**config.mk**
```make
export PLATFORM = sky130hd
export DESIGN_NAME = dsc_serial_ctrl
export DESIGN_NICKNAME = d
export VERILOG_FILES = /design/src/dsc_pkg.sv /design/src/dsc_cfg_if.sv /design/src/dsc_serial_ctrl.sv /design/src/dsc_ctl_word.sv
export SDC_FILE = /design/constraint.sdc
export NUM_CORES = 1
export LEC_CHECK = 0
export ABC_AREA = 1
export BUFFER_PORTS_ARGS = -buffer_cell sky130_fd_sc_hd__buf_2
export CAP_MARGIN = 5
export CORE_ASPECT_RATIO = 1.75
export CORE_MARGIN = 1
export CORE_UTILIZATION = 40
export DETAILED_ROUTE_END_ITERATION = 6
export GPL_TIMING_DRIVEN = 0
export PLACE_DENSITY = 0.63
export RECOVER_POWER = 25
export SKIP_LAST_GASP = 1
export SYNTH_ARGS = -nofsm -noshare
export SYNTH_HDL_FRONTEND = slang
export SYNTH_SLANG_ARGS = --single-unit
```
**constraint.sdc**
```tcl
create_clock -name core_clk -period 5.9 [get_ports core_clk]
set_input_delay 0.885 -clock core_clk [delete_from_list [all_inputs] [get_ports core_clk]]
set_output_delay 0.885 -clock core_clk [all_outputs]
set_load 0.02 [all_outputs]
```
**src/dsc_pkg.sv**
```systemverilog
// Shared constants and types of the dual converter serial control block
`default_nettype none
package dsc_pkg;
   // Widths
   localparam int CW_W    = 12;
   localparam int RES_W   = 12;
   localparam int DAC_W   = 10;
   localparam int FRAME_W = 16;
   localparam int SH_W    = 32;
   // Control word field positions
   localparam int CH_HI       = 11;
   localparam int CH_LO       = 10;
   localparam int FEAT_HI     = 9;
   localparam int FEAT_LO     = 8;
   localparam int BIT_DEEP    = 7;
   localparam int BIT_LIGHT   = 6;
   localparam int BIT_AUTO    = 5;
   localparam int BIT_REFOFF  = 4;
   localparam int BIT_SPECIAL = 3;
   localparam int ACT_HI      = 2;
   localparam int ACT_LO      = 0;
   // Reset values
   localparam logic [CW_W-1:0]  CW_RESET  = 12'h000;
   localparam logic [DAC_W-1:0] DAC_RESET = 10'h3FF;
   // Field codes
   localparam logic [1:0] FEAT_EXTRA   = 2'h1;
   localparam logic [2:0] ACT_DAC_WR   = 3'h1;
   localparam logic [2:0] ACT_DAC_RD   = 3'h3;
   localparam logic [2:0] ACT_SOFT_RST = 3'h5;
   // Cycle counts
   localparam logic [3:0] CW_LAST      = 4'hB;
   localparam logic [3:0] CONV_LAST    = 4'hF;
   localparam logic [3:0] CH_LATCH_CYC = 4'h1;
   localparam logic [3:0] RESULT_CYC   = 4'hC;
   localparam logic [1:0] DOUT_LOAD    = 2'h2;
   // Conversion sequencer states
   typedef enum logic [2:0] {
      CS_IDLE  = 3'b001,
      CS_CONV  = 3'b010,
      CS_SLEEP = 3'b100
   } dsc_conv_t;
endpackage
`default_nettype wire

```
**src/dsc_cfg_if.sv**
```systemverilog
// Link between the serial control word capture and the conversion core
`default_nettype none
interface dsc_cfg_if;
   import dsc_pkg::*;
   logic             rd_pulse;
   logic             cfg_bit;
   logic [CW_W-1:0]  word;
   logic [DAC_W-1:0] dac;
   logic             acc_dac_wr;
   logic             acc_dac_rd;
   logic             soft_rst;
   modport ctl  (input rd_pulse, cfg_bit, output word, dac, acc_dac_wr, acc_dac_rd, soft_rst);
   modport core (output rd_pulse, cfg_bit, input word, dac, acc_dac_wr, acc_dac_rd, soft_rst);
endinterface
`default_nettype wire

```
**src/dsc_serial_ctrl.sv**
```systemverilog
// Top of the dual converter serial control: strobes, sequencing, frames
//
// Functional notes
// - Control bits enter MSB first, one per edge.
// - Control word resets to all zeros.
// - Word holds channel, feature, sleep, read, action fields.
// - Channel code picks the input pair connection.
// - Feature code picks pair or extra features.
// - Sleep and reference-off bits enable their function.
// - Special read only acts in single-output modes.
// - Action codes arm DAC access or reset.
// - Settings take effect on the twelfth edge.
// - Select pin chooses manual or automatic channels.
// - Output pin chooses both outputs or first only.
// - Result bits valid from third edge after strobe.
// - Trigger starts a sixteen-cycle conversion.
// - Busy stays high for the whole conversion.
// - Manual mode latches next channel at cycle two.
// - Manual dual frame: two zeros, result, two zeros.
// - Manual single mode ignores alternate triggers.
// - Manual single frame: zero, converter flag, result, zeros.
// - Automatic dual frame: channel flag, zero, result, zeros.
// - Automatic single: second output floats, flags lead.
// - Special read returns both results per strobe.
// - DAC write takes two accesses, no channel latch.
`default_nettype none
module dsc_serial_ctrl (
   // Clock and reset
   input  wire logic                          core_clk,
   input  wire logic                          rst,
   // Host strobes and serial input, asynchronous
   input  wire logic                          sample_trigger,
   input  wire logic                          read_strobe,
   input  wire logic                          config_serial_in,
   input  wire logic                          out_select_n,
   // Mode pins, asynchronous
   input  wire logic                          select_mode_pin,
   input  wire logic                          output_mode_pin,
   // Converter results, same clock domain
   input  wire logic [dsc_pkg::RES_W-1:0]     result_a,
   input  wire logic [dsc_pkg::RES_W-1:0]     result_b,
   // Status and analog control
   output logic                               busy,
   output logic [1:0]                         mux_code,
   output logic                               power_down,
   output logic                               deep_sleep,
   output logic                               light_sleep,
   output logic                               ref_off,
   output logic [dsc_pkg::DAC_W-1:0]          dac_value,
   // Serial outputs
   output logic                               serial_out_first,
   output logic                               serial_out_first_oe,
   output logic                               serial_out_second,
   output logic                               serial_out_second_oe
);
   import dsc_pkg::*;

   dsc_cfg_if cfg ();

   dsc_ctl_word u_ctl (
      .core_clk (core_clk),
      .rst      (rst),
      .cfg      (cfg.ctl)
   );

   logic [5:0]       meta_reg, sync_reg;
   logic [1:0]       prev_reg;
   dsc_conv_t        state_reg,  state_next;
   logic [3:0]       ccnt_reg,   ccnt_next;
   logic             busy_reg,   busy_next;
   logic             pair_reg,   pair_next;
   logic             npair_reg,  npair_next;
   logic [RES_W-1:0] resa_reg,   resa_next;
   logic [RES_W-1:0] resb_reg,   resb_next;
   logic             rpair_reg,  rpair_next;
   logic             bpend_reg,  bpend_next;
   logic             bsel_reg,   bsel_next;
   logic             float_reg,  float_next;
   logic             pd_reg,     pd_next;
   logic [1:0]       mux_reg,    mux_next;
   logic [1:0]       pend_reg,   pend_next;
   logic [SH_W-1:0]  sha_reg,    sha_next;
   logic [SH_W-1:0]  shb_reg,    shb_next;
   logic             oea_reg,    oea_next;
   logic             oeb_reg,    oeb_next;
   logic             fstart_reg, fstart_next;
   logic             trig_rise, rd_rise, auto_m, single_m, special, stop, accept, load;
   logic [FRAME_W-1:0] fa, fb;

   // Build one result frame from mode flags and result
   function automatic logic [FRAME_W-1:0] mk_frame(input logic am, input logic sm,
      input logic pb, input logic cb, input logic [RES_W-1:0] r);
      mk_frame = {am & pb, sm & cb, r, 2'h0};
   endfunction

   // Two-flop synchronisers: trigger, strobe, bit, select, two mode pins
   always_ff @(posedge core_clk or posedge rst)
   begin
      if (rst)
      begin
         meta_reg <= 6'h08;
         sync_reg <= 6'h08;
      end
      else
      begin
         meta_reg <= {output_mode_pin, select_mode_pin, out_select_n,
                      config_serial_in, read_strobe, sample_trigger};
         sync_reg <= meta_reg;
      end
   end

   // Pin decodes, all from synchronised copies
   assign trig_rise   = sync_reg[0] & ~prev_reg[0];
   assign rd_rise     = sync_reg[1] & ~prev_reg[1];
   assign auto_m      = sync_reg[4];
   assign single_m    = sync_reg[5];
   assign special     = cfg.word[BIT_SPECIAL] & single_m;
   assign stop        = cfg.word[BIT_DEEP] | cfg.word[BIT_LIGHT];
   assign cfg.rd_pulse = rd_rise;
   assign cfg.cfg_bit  = sync_reg[2];
   // A pending second result blocks a new start so it is not overwritten
   assign accept      = trig_rise & ~stop & ~(single_m & ~special & bpend_reg);
   assign fa          = mk_frame(auto_m, single_m, rpair_reg, 1'b0, resa_reg);
   assign fb          = mk_frame(auto_m, single_m, rpair_reg, 1'b1, resb_reg);

   // Conversion sequencer, channel choice and frame loading
   always_comb
   begin
      state_next  = state_reg;
      ccnt_next   = ccnt_reg;
      busy_next   = busy_reg;
      pair_next   = pair_reg;
      npair_next  = npair_reg;
      resa_next   = resa_reg;
      resb_next   = resb_reg;
      rpair_next  = rpair_reg;
      bpend_next  = bpend_reg;
      bsel_next   = bsel_reg;
      float_next  = float_reg & single_m;
      pend_next   = pend_reg;
      load        = 1'b0;
      sha_next    = {sha_reg[SH_W-2:0], 1'b0};
      shb_next    = {shb_reg[SH_W-2:0], 1'b0};
      case (state_reg)
         CS_IDLE, CS_SLEEP:
         begin
            // Starts while busy never reach here
            if (accept)
            begin
               state_next = CS_CONV;
               ccnt_next  = 4'h0;
               busy_next  = 1'b1;
               pair_next  = npair_reg;
            end
         end
         CS_CONV:
         begin
            ccnt_next = ccnt_reg + 4'h1;
            if (stop)
            begin
               // Deep or light sleep aborts a running conversion
               state_next = CS_IDLE;
               busy_next  = 1'b0;
            end
            else
            begin
               if (ccnt_reg == CH_LATCH_CYC && !auto_m && !cfg.acc_dac_wr)
                  npair_next = sync_reg[2];
               if (ccnt_reg == RESULT_CYC)
               begin
                  resa_next  = result_a;
                  resb_next  = result_b;
                  rpair_next = pair_reg;
               end
               if (ccnt_reg == CONV_LAST)
               begin
                  busy_next  = 1'b0;
                  state_next = cfg.word[BIT_AUTO] ? CS_SLEEP : CS_IDLE;
                  if (auto_m)
                     npair_next = ~pair_reg;
                  float_next = single_m;
                  bpend_next = single_m & ~special;
                  bsel_next  = 1'b0;
               end
            end
         end
         default:
         begin
            state_next = CS_IDLE;
            busy_next  = 1'b0;
         end
      endcase
      // Frame load on the third edge after the strobe
      if (rd_rise)
         pend_next = 2'h1;
      else if (pend_reg == DOUT_LOAD)
      begin
         pend_next = 2'h0;
         load      = 1'b1;
      end
      else if (pend_reg != 2'h0)
         pend_next = pend_reg + 2'h1;
      if (load)
      begin
         shb_next = {fb, {FRAME_W{1'b0}}};
         if (cfg.acc_dac_rd)
            sha_next = {4'h0, cfg.dac, 2'h0, {FRAME_W{1'b0}}};
         else if (special && auto_m)
            sha_next = {fa, fb};
         else if (single_m && !special && bsel_reg)
         begin
            sha_next   = {fb, {FRAME_W{1'b0}}};
            bpend_next = 1'b0;
         end
         else
         begin
            sha_next  = {fa, {FRAME_W{1'b0}}};
            bsel_next = single_m & ~special;
         end
      end
      // Soft reset idles the sequencer and clears the next channel, pending result, frame load and shift registers
      if (cfg.soft_rst)
      begin
         state_next = CS_IDLE;
         busy_next  = 1'b0;
         npair_next = 1'b0;
         bpend_next = 1'b0;
         bsel_next  = 1'b0;
         pend_next  = 2'h0;
         load       = 1'b0;
         sha_next   = {SH_W{1'b0}};
         shb_next   = {SH_W{1'b0}};
      end
   end

   // Output side decodes; pseudo-differential codes only in manual mode
   always_comb
   begin
      mux_next    = (cfg.word[FEAT_HI:FEAT_LO] == FEAT_EXTRA && !auto_m) ?
                    cfg.word[CH_HI:CH_LO] : {pair_next, pair_next};
      pd_next     = stop | (state_next == CS_SLEEP);
      fstart_next = load;
      oea_next    = ~sync_reg[3];
      // Second output floats in single mode unless manual special read
      oeb_next    = ~sync_reg[3] & ~(float_reg & ~(special & ~auto_m));
   end

   // State registers
   always_ff @(posedge core_clk or posedge rst)
   begin
      if (rst)
      begin
         prev_reg   <= 2'h0;
         state_reg  <= CS_IDLE;
         ccnt_reg   <= 4'h0;
         busy_reg   <= 1'b0;
         pair_reg   <= 1'b0;
         npair_reg  <= 1'b0;
         resa_reg   <= {RES_W{1'b0}};
         resb_reg   <= {RES_W{1'b0}};
         rpair_reg  <= 1'b0;
         bpend_reg  <= 1'b0;
         bsel_reg   <= 1'b0;
         float_reg  <= 1'b0;
         pd_reg     <= 1'b0;
         mux_reg    <= 2'h0;
         pend_reg   <= 2'h0;
         sha_reg    <= {SH_W{1'b0}};
         shb_reg    <= {SH_W{1'b0}};
         oea_reg    <= 1'b0;
         oeb_reg    <= 1'b0;
         fstart_reg <= 1'b0;
      end
      else
      begin
         prev_reg   <= sync_reg[1:0];
         state_reg  <= state_next;
         ccnt_reg   <= ccnt_next;
         busy_reg   <= busy_next;
         pair_reg   <= pair_next;
         npair_reg  <= npair_next;
         resa_reg   <= resa_next;
         resb_reg   <= resb_next;
         rpair_reg  <= rpair_next;
         bpend_reg  <= bpend_next;
         bsel_reg   <= bsel_next;
         float_reg  <= float_next;
         pd_reg     <= pd_next;
         mux_reg    <= mux_next;
         pend_reg   <= pend_next;
         sha_reg    <= sha_next;
         shb_reg    <= shb_next;
         oea_reg    <= oea_next;
         oeb_reg    <= oeb_next;
         fstart_reg <= fstart_next;
      end
   end

   // Outputs, all from flip-flops
   assign busy                 = busy_reg;
   assign mux_code             = mux_reg;
   assign power_down           = pd_reg;
   assign deep_sleep           = cfg.word[BIT_DEEP];
   assign light_sleep          = cfg.word[BIT_LIGHT];
   assign ref_off              = cfg.word[BIT_REFOFF];
   assign dac_value            = cfg.dac;
   assign serial_out_first     = sha_reg[SH_W-1];
   assign serial_out_first_oe  = oea_reg;
   assign serial_out_second    = shb_reg[SH_W-1];
   assign serial_out_second_oe = oeb_reg;

   AST_BUSY_LEN: assert property (@(posedge core_clk)
      disable iff (rst || cfg.soft_rst || stop)
      $rose(busy_reg) |-> busy_reg[*8] ##1 busy_reg[*8] ##1 !busy_reg)
      else $error("busy did not span sixteen cycles");

   AST_BUSY_END: assert property (@(posedge core_clk)
      disable iff (rst || cfg.soft_rst)
      $fell(busy_reg) && !$past(stop) && !$past(cfg.soft_rst)
      |-> $past(ccnt_reg) == CONV_LAST)
      else $error("busy fell before conversion end");

   AST_DATA_START: assert property (@(posedge core_clk)
      disable iff (rst || cfg.soft_rst)
      rd_rise ##1 !rd_rise ##1 !rd_rise |=> fstart_reg)
      else $error("frame not started on third edge after strobe");

   AST_TAIL_ZERO: assert property (@(posedge core_clk)
      disable iff (rst || cfg.soft_rst)
      fstart_reg ##1 (!fstart_reg)[*8] ##1 (!fstart_reg)[*5]
      |=> (!shb_reg[SH_W-1] || fstart_reg) ##1 (!shb_reg[SH_W-1] || fstart_reg))
      else $error("frame does not end in two zeros");

   AST_CH_LATCH: assert property (@(posedge core_clk)
      disable iff (rst || cfg.soft_rst)
      state_reg == CS_CONV && ccnt_reg == CH_LATCH_CYC && !auto_m && !stop
      && !cfg.acc_dac_wr |=> npair_reg == $past(sync_reg[2]))
      else $error("manual channel not latched at second cycle");

   AST_AUTO_TOGGLE: assert property (@(posedge core_clk)
      disable iff (rst || cfg.soft_rst)
      state_reg == CS_CONV && ccnt_reg == CONV_LAST && auto_m && !stop
      |=> npair_reg != pair_reg)
      else $error("automatic mode did not alternate channel");

   AST_B_FLOAT: assert property (@(posedge core_clk)
      disable iff (rst || cfg.soft_rst)
      float_reg && !(special && !auto_m) |=> !serial_out_second_oe)
      else $error("second output driven in single-output mode");

   AST_ALT_IGNORE: assert property (@(posedge core_clk)
      disable iff (rst || cfg.soft_rst)
      state_reg == CS_IDLE && trig_rise && bpend_reg && single_m && !special
      |=> state_reg == CS_IDLE && !busy_reg)
      else $error("trigger honoured while second result pending");

   AST_CS_GATE: assert property (@(posedge core_clk)
      disable iff (rst)
      sync_reg[3] |=> !serial_out_first_oe && !serial_out_second_oe)
      else $error("outputs driven with output select high");
endmodule
`default_nettype wire

```
**src/dsc_ctl_word.sv**
```systemverilog
// Serial control word capture, reference DAC register and soft reset
`default_nettype none
module dsc_ctl_word (
   // Clock and reset
   input  wire logic core_clk,
   input  wire logic rst,
   // Link to the core
   dsc_cfg_if.ctl    cfg
);
   import dsc_pkg::*;

   logic [CW_W-1:0]  sh_reg,     sh_next;
   logic [3:0]       cnt_reg,    cnt_next;
   logic [CW_W-1:0]  word_reg,   word_next;
   logic [DAC_W-1:0] dac_reg,    dac_next;
   logic             arm_wr_reg, arm_wr_next;
   logic             arm_rd_reg, arm_rd_next;
   logic             acc_wr_reg, acc_wr_next;
   logic             acc_rd_reg, acc_rd_next;
   logic             srst_reg,   srst_next;
   logic             apply_reg,  apply_next;
   logic [CW_W-1:0]  nw;

   // Shift in MSB first, one bit per edge, settle on the twelfth
   always_comb
   begin
      nw          = {sh_reg[CW_W-2:0], cfg.cfg_bit};
      sh_next     = sh_reg;
      cnt_next    = cnt_reg;
      word_next   = word_reg;
      dac_next    = dac_reg;
      arm_wr_next = arm_wr_reg;
      arm_rd_next = arm_rd_reg;
      acc_wr_next = acc_wr_reg;
      acc_rd_next = acc_rd_reg;
      srst_next   = 1'b0;
      apply_next  = 1'b0;
      if (cfg.rd_pulse)
      begin
         // A fresh strobe restarts capture; an armed access is consumed here
         sh_next     = nw;
         cnt_next    = 4'h1;
         acc_wr_next = arm_wr_reg;
         acc_rd_next = arm_rd_reg;
         arm_wr_next = 1'b0;
         arm_rd_next = 1'b0;
      end
      else if (cnt_reg != 4'h0)
      begin
         sh_next  = nw;
         cnt_next = cnt_reg + 4'h1;
         if (cnt_reg == CW_LAST)
         begin
            cnt_next    = 4'h0;
            apply_next  = 1'b1;
            acc_wr_next = 1'b0;
            acc_rd_next = 1'b0;
            if (acc_wr_reg)
               dac_next = nw[DAC_W-1:0];
            else if (!acc_rd_reg)
            begin
               if (nw[ACT_HI:ACT_LO] == ACT_SOFT_RST)
                  srst_next = 1'b1;
               else
               begin
                  word_next   = nw;
                  arm_wr_next = (nw[FEAT_HI:FEAT_LO] == FEAT_EXTRA) &&
                                (nw[ACT_HI:ACT_LO] == ACT_DAC_WR);
                  arm_rd_next = (nw[FEAT_HI:FEAT_LO] == FEAT_EXTRA) &&
                                (nw[ACT_HI:ACT_LO] == ACT_DAC_RD);
               end
            end
         end
      end
      // Soft reset returns the whole interface to its reset values, DAC to 3FF
      if (srst_next)
      begin
         sh_next     = CW_RESET;
         cnt_next    = 4'h0;
         word_next   = CW_RESET;
         dac_next    = DAC_RESET;
         arm_wr_next = 1'b0;
         arm_rd_next = 1'b0;
      end
   end

   // State registers
   always_ff @(posedge core_clk or posedge rst)
   begin
      if (rst)
      begin
         sh_reg     <= CW_RESET;
         cnt_reg    <= 4'h0;
         word_reg   <= CW_RESET;
         dac_reg    <= DAC_RESET;
         arm_wr_reg <= 1'b0;
         arm_rd_reg <= 1'b0;
         acc_wr_reg <= 1'b0;
         acc_rd_reg <= 1'b0;
         srst_reg   <= 1'b0;
         apply_reg  <= 1'b0;
      end
      else
      begin
         sh_reg     <= sh_next;
         cnt_reg    <= cnt_next;
         word_reg   <= word_next;
         dac_reg    <= dac_next;
         arm_wr_reg <= arm_wr_next;
         arm_rd_reg <= arm_rd_next;
         acc_wr_reg <= acc_wr_next;
         acc_rd_reg <= acc_rd_next;
         srst_reg   <= srst_next;
         apply_reg  <= apply_next;
      end
   end

   assign cfg.word       = word_reg;
   assign cfg.dac        = dac_reg;
   assign cfg.acc_dac_wr = acc_wr_reg;
   assign cfg.acc_dac_rd = acc_rd_reg;
   assign cfg.soft_rst   = srst_reg;

   AST_CW_APPLY: assert property (@(posedge core_clk) disable iff (rst)
      cfg.rd_pulse ##1 (!cfg.rd_pulse)[*8] ##1 (!cfg.rd_pulse)[*3] |=> apply_reg)
      else $error("control word not applied on twelfth edge");

   AST_SOFT_RST: assert property (@(posedge core_clk) disable iff (rst)
      srst_reg |-> (word_reg == CW_RESET) && (dac_reg == DAC_RESET) && !arm_wr_reg)
      else $error("soft reset left control state set");
endmodule
`default_nettype wire

```
---- After elaboration in Yosys (flattened, before gate mapping) ----
Cells that the tools add are included.
word-level totals
  bits in read-only memories .............. 0
  word-level logic and storage cells ...... 211
  latch bits .............................. 0
  RAM bits ................................ 0
  input port bits ......................... 32
  flip-flop bits (word level) ............. 165
  memories kept ........................... 0
cells by class
  bitwise gates (word level) .............. 24
  add/subtract/negate cells ............... 3
  order comparisons ....................... 0
  reductions and logical operators ........ 32
  shifts and indexed selects .............. 0
  mux-type cells .......................... 97
  eq/ne operators ......................... 25
  divide/modulo/power cells ............... 0
  $mul .................................... 0
operators by type and width
  kind                                                              number
  32-bit 2-to-1 mux                                                 5
  12-bit 2-to-1 mux                                                 7
  31-bit 2-to-1 mux                                                 2
  1-bit 2-to-1 mux                                                  57
  10-bit 2-to-1 mux                                                 5
  11-bit 2-to-1 mux                                                 3
  4-bit 2-to-1 mux                                                  5
  2-bit nonzero test                                                8
  3-bit 2-to-1 mux                                                  5
  1-bit bitwise AND                                                 12
  4-bit == test (second input constant)                             3
  2-bit 2-to-1 mux                                                  5
  1-bit inverter                                                    10
  3-bit == test (second input constant)                             3
  4-bit by 1-bit adder with 4-bit output (second input constant)    2
  1-bit logical AND                                                 8
  4-bit one-hot mux with 2 select lines                             1
  2-bit AND reduction                                               4
  4-bit nonzero test                                                2
  3-bit by 1-bit == test with 1-bit output (second input constant)  2
  3-bit by 2-bit == test with 1-bit output (second input constant)  2
  2-bit by 1-bit != test with 1-bit output (second input constant)  3
  2-bit != test (second input constant)                             3
  3-bit by 2-bit != test with 1-bit output (second input constant)  2
  other kinds (16)                                                  22

---- Logic depth before layout (Yosys ltp) ----
  depth in word-level cells ............... 11
  depth in mapped cells ................... 9

---- By module ----
A second synthesis with hierarchy kept.
unflattened totals
  cells, all modules ...................... 682
  area, all modules ....................... 6444.9 um^2
modules (own cells, without submodules)
  module           area an instance (um^2)  sequential area each (um^2)  cells an instance  instances
  dsc_serial_ctrl  4598.2                   2581.2                       491                1
  dsc_ctl_word     1846.8                   1063.5                       191                1

---- Worst setup path before layout ----
Ideal clock, no wire load.
  kind .................................... reg2out
  start ................................... reg u_ctl.dac_reg[0] (netlist: u_ctl.cfg.dac[0])
  end ..................................... out dac_value[0] (netlist name)
  slack ................................... 4.452 ns
  data required time ...................... 5.015 ns
  arrival ................................. 0.563 ns
  path buffers ............................ 0
  cell stages (with the launch flop) ...... 1
  cells stage by stage .................... dfstp_2
RTL lines
  item                    line                   source
  start, declared         dsc_ctl_word.sv:15     logic [DAC_W-1:0] dac_reg, dac_next;
  start signal, assigned  dsc_ctl_word.sv:108    dac_reg <= dac_next;
  end, declared           dsc_serial_ctrl.sv:49  output logic [dsc_pkg::DAC_W-1:0] dac_value,
No word-level cell between the ends.

==> metrics.txt <==
metal2 WL 7940 um; Syn. warnings 0; total negative slack 0 ns; layout cells sized above 1 0.1945; DIE WIDTH 94.78 um; Critical R2R Launch prev_reg[1]; count of hold buffers inserted by post-cts repair 0; Die Area 15,580 um2; top post-synthesis cells by count dfrtp_1, nand2_1, inv_1, o21ai_0, nor2_1; clk buf depth 2; endpoints failing hold 0; Tmin final 2.036 ns; min-delay src meta_reg[0]; TritonCTS buffer count 17; Final Max Slew Viols 38; initial core utilization 0.4081; ys async rst share 1.000; Worst-Skew Late Latency 0.42 ns; Avg Inst Size Synth 9.415 um2; initial antenna violation count 0; top-count cell post-synth dfrtp_1; I/O pins 53; clock sinks 142; Post-Syn Nets 677; WL/cell 15.82 um; All-Layer GR Usage 0.2051; vias 4,575; top post-synthesis cells by area dfrtp_1, nand2_1, dfstp_2, o21ai_0, inv_1; Required @ worst endpoint 6.41 ns; worst path arrival time 2.55 ns; failing checks DRC, capacitance limit, slew limit; postcts setup bufs 0; Hold EP sync_reg[0]; #FFs+latches synth 142; CTS tree built; Via density 5.039; critical path launch point type input pin; Setup CP Type input pin to async pin; total global routing overflow 0; worst relative slew slack -0.1590; Total Wirelength 14,370 um; setup slack, reg-to-reg 3.94 ns; CP max FO 105; clock skew 0.008853 ns; top cell type's share of synthesized area 0.5357; sequential area share after synthesis 0.5924; first-pass GRT wire length 23,950 um; Starting DRT DRC Count 320; CTS-repair resized insts 0; row count 59; Hold Path Class flip-flop to flip-flop; largest net degree at the start of global routing 106; Die Span Y 164.4 um; worst hold stages 0; Layout Nets 749; final setup fails 0; Core Area 14,760 um2; Setup crit end kind async pin; Reg clk slew, reported paths 0.05 ns; drt pass-1 iters 7; CTS root buf clkbuf_16; RSZ-0062 raised after global routing no; Met1 Wirelength 5480 um; Worst Max-Slew Pin Slew 1.729 ns; global placement routability congestion 0.8602; Primary FF master, synth dfrtp_1; cell area power density 419.1 nW/um2; number of global-route vias before repair 4,934; fmax 0.4912 GHz; Max Cap Viol 1; run status finished, violations left; # port buffers 52; final period utilization 0.3451; H-tree depth 4; DR WL met3 401 um; distinct cell type count after synthesis 35; Yosys top cell by area dfrtp_1; RR Endpoint shb_reg[31]; Final Util 0.4815; Post-synth EDFFs 0; Max Used Layer met4; VDD IR-drop max 243.1 uV; hold slack 0.3441 ns; Worst Reg-to-Reg Cells 7; Leakage 3.523 nW; DRC 2; Largest register FFs 30; Pwr Total 0.002979 W; # diodes 0; DP HPWL 10,500 um; Mapped Area 6026 um2; Syn-to-layout area delta 17.98%; antenna-violating nets left 0; synthesized instance count 640
-- logic make-up (layout without fill, tap and decap cells) --
| kind of cell | count (synthesis) | after routing | synth area share |
|---|---|---|---|
| and+or+nand+nor | 247 | 247 | 0.1890 |
| DFF | 142 | 142 | 0.5924 |
| AOI/OAI and AO/OA | 139 | 139 | 0.1256 |
| buffers and inverters | 105 | 190 | 0.07973 |
| adders and majority gates | 5 | 5 | 0.01038 |
| xor gates and xnor gates | 2 | 2 | 0.002908 |
-- per-stage QoR --
stage	cells	worst slack [ns]	instance area [um2]
after global routing	908	3.539	7109
final	908	3.864	7109
after detailed placement	876	4.147	6548
after CTS	908	3.892	7131
after global placement	875	-0.2178	6515
after floorplan	640	1.227	6026
-- placed cells by master, fill, tap and decap left out, types with 10 or more instances in the layout --
master     instances
dfrtp_1          129
o21ai_0           61
buf_2             60
inv_1             75
nand3_1           46
o211ai_1          10
clkbuf_16         17
nand2_1          111
dfstp_2           13
o21ai_1           15
nor2_1            60
a21oi_1           42
-- per-layer routing --
layer	track usage	vias to the layer above
met5	0	-
met4	0.1081	0
met3	0.03657	31
met2	0.3669	83
met1	0.2261	2253
li1	-	2208
-- layout make-up --
class	instances	area [um2]
well taps	183	229.0
flip-flops and latches	142	3570
clock inverters	7	87.58
inverters	80	301.5
clock buffers	25	495.5
plain buffers	25	172.7
repair buffers	53	287.8
multi-input cells	393	1966
fillers	1431	7655
-- how the worst max path moves through the flow --
| stage | startpoint | end |
|---|---|---|
| 2_1_floorplan | rst | bpend_reg |
| 3_5_place_dp | rst | u_ctl.cfg.dac[4] |
| 3_3_place_gp | rst | resa_reg[5] |
| 6_report | rst | u_ctl.cfg.dac[3] |
| 4_1_cts | u_ctl.cfg.dac[2] | dac_value[2] |
| 5_1_grt | rst | sha_reg[21] |
-- report_power, final --
group / switching, W / internal [W] / leakage (nW)
registers: 0.000112 / 0.00117 / 1.72
clock network: 0.000390 / 0.000664 / 0.287
logic: 0.000429 / 0.000213 / 1.52
total: 0.000930 / 0.00205 / 3.52
-- worst max-delay path: stages --
cell and delay [ns]:
buf_2 0.10, clkinvlp_2 0.99, buf_16 0.47
Power figures use the tool's default switching activity.
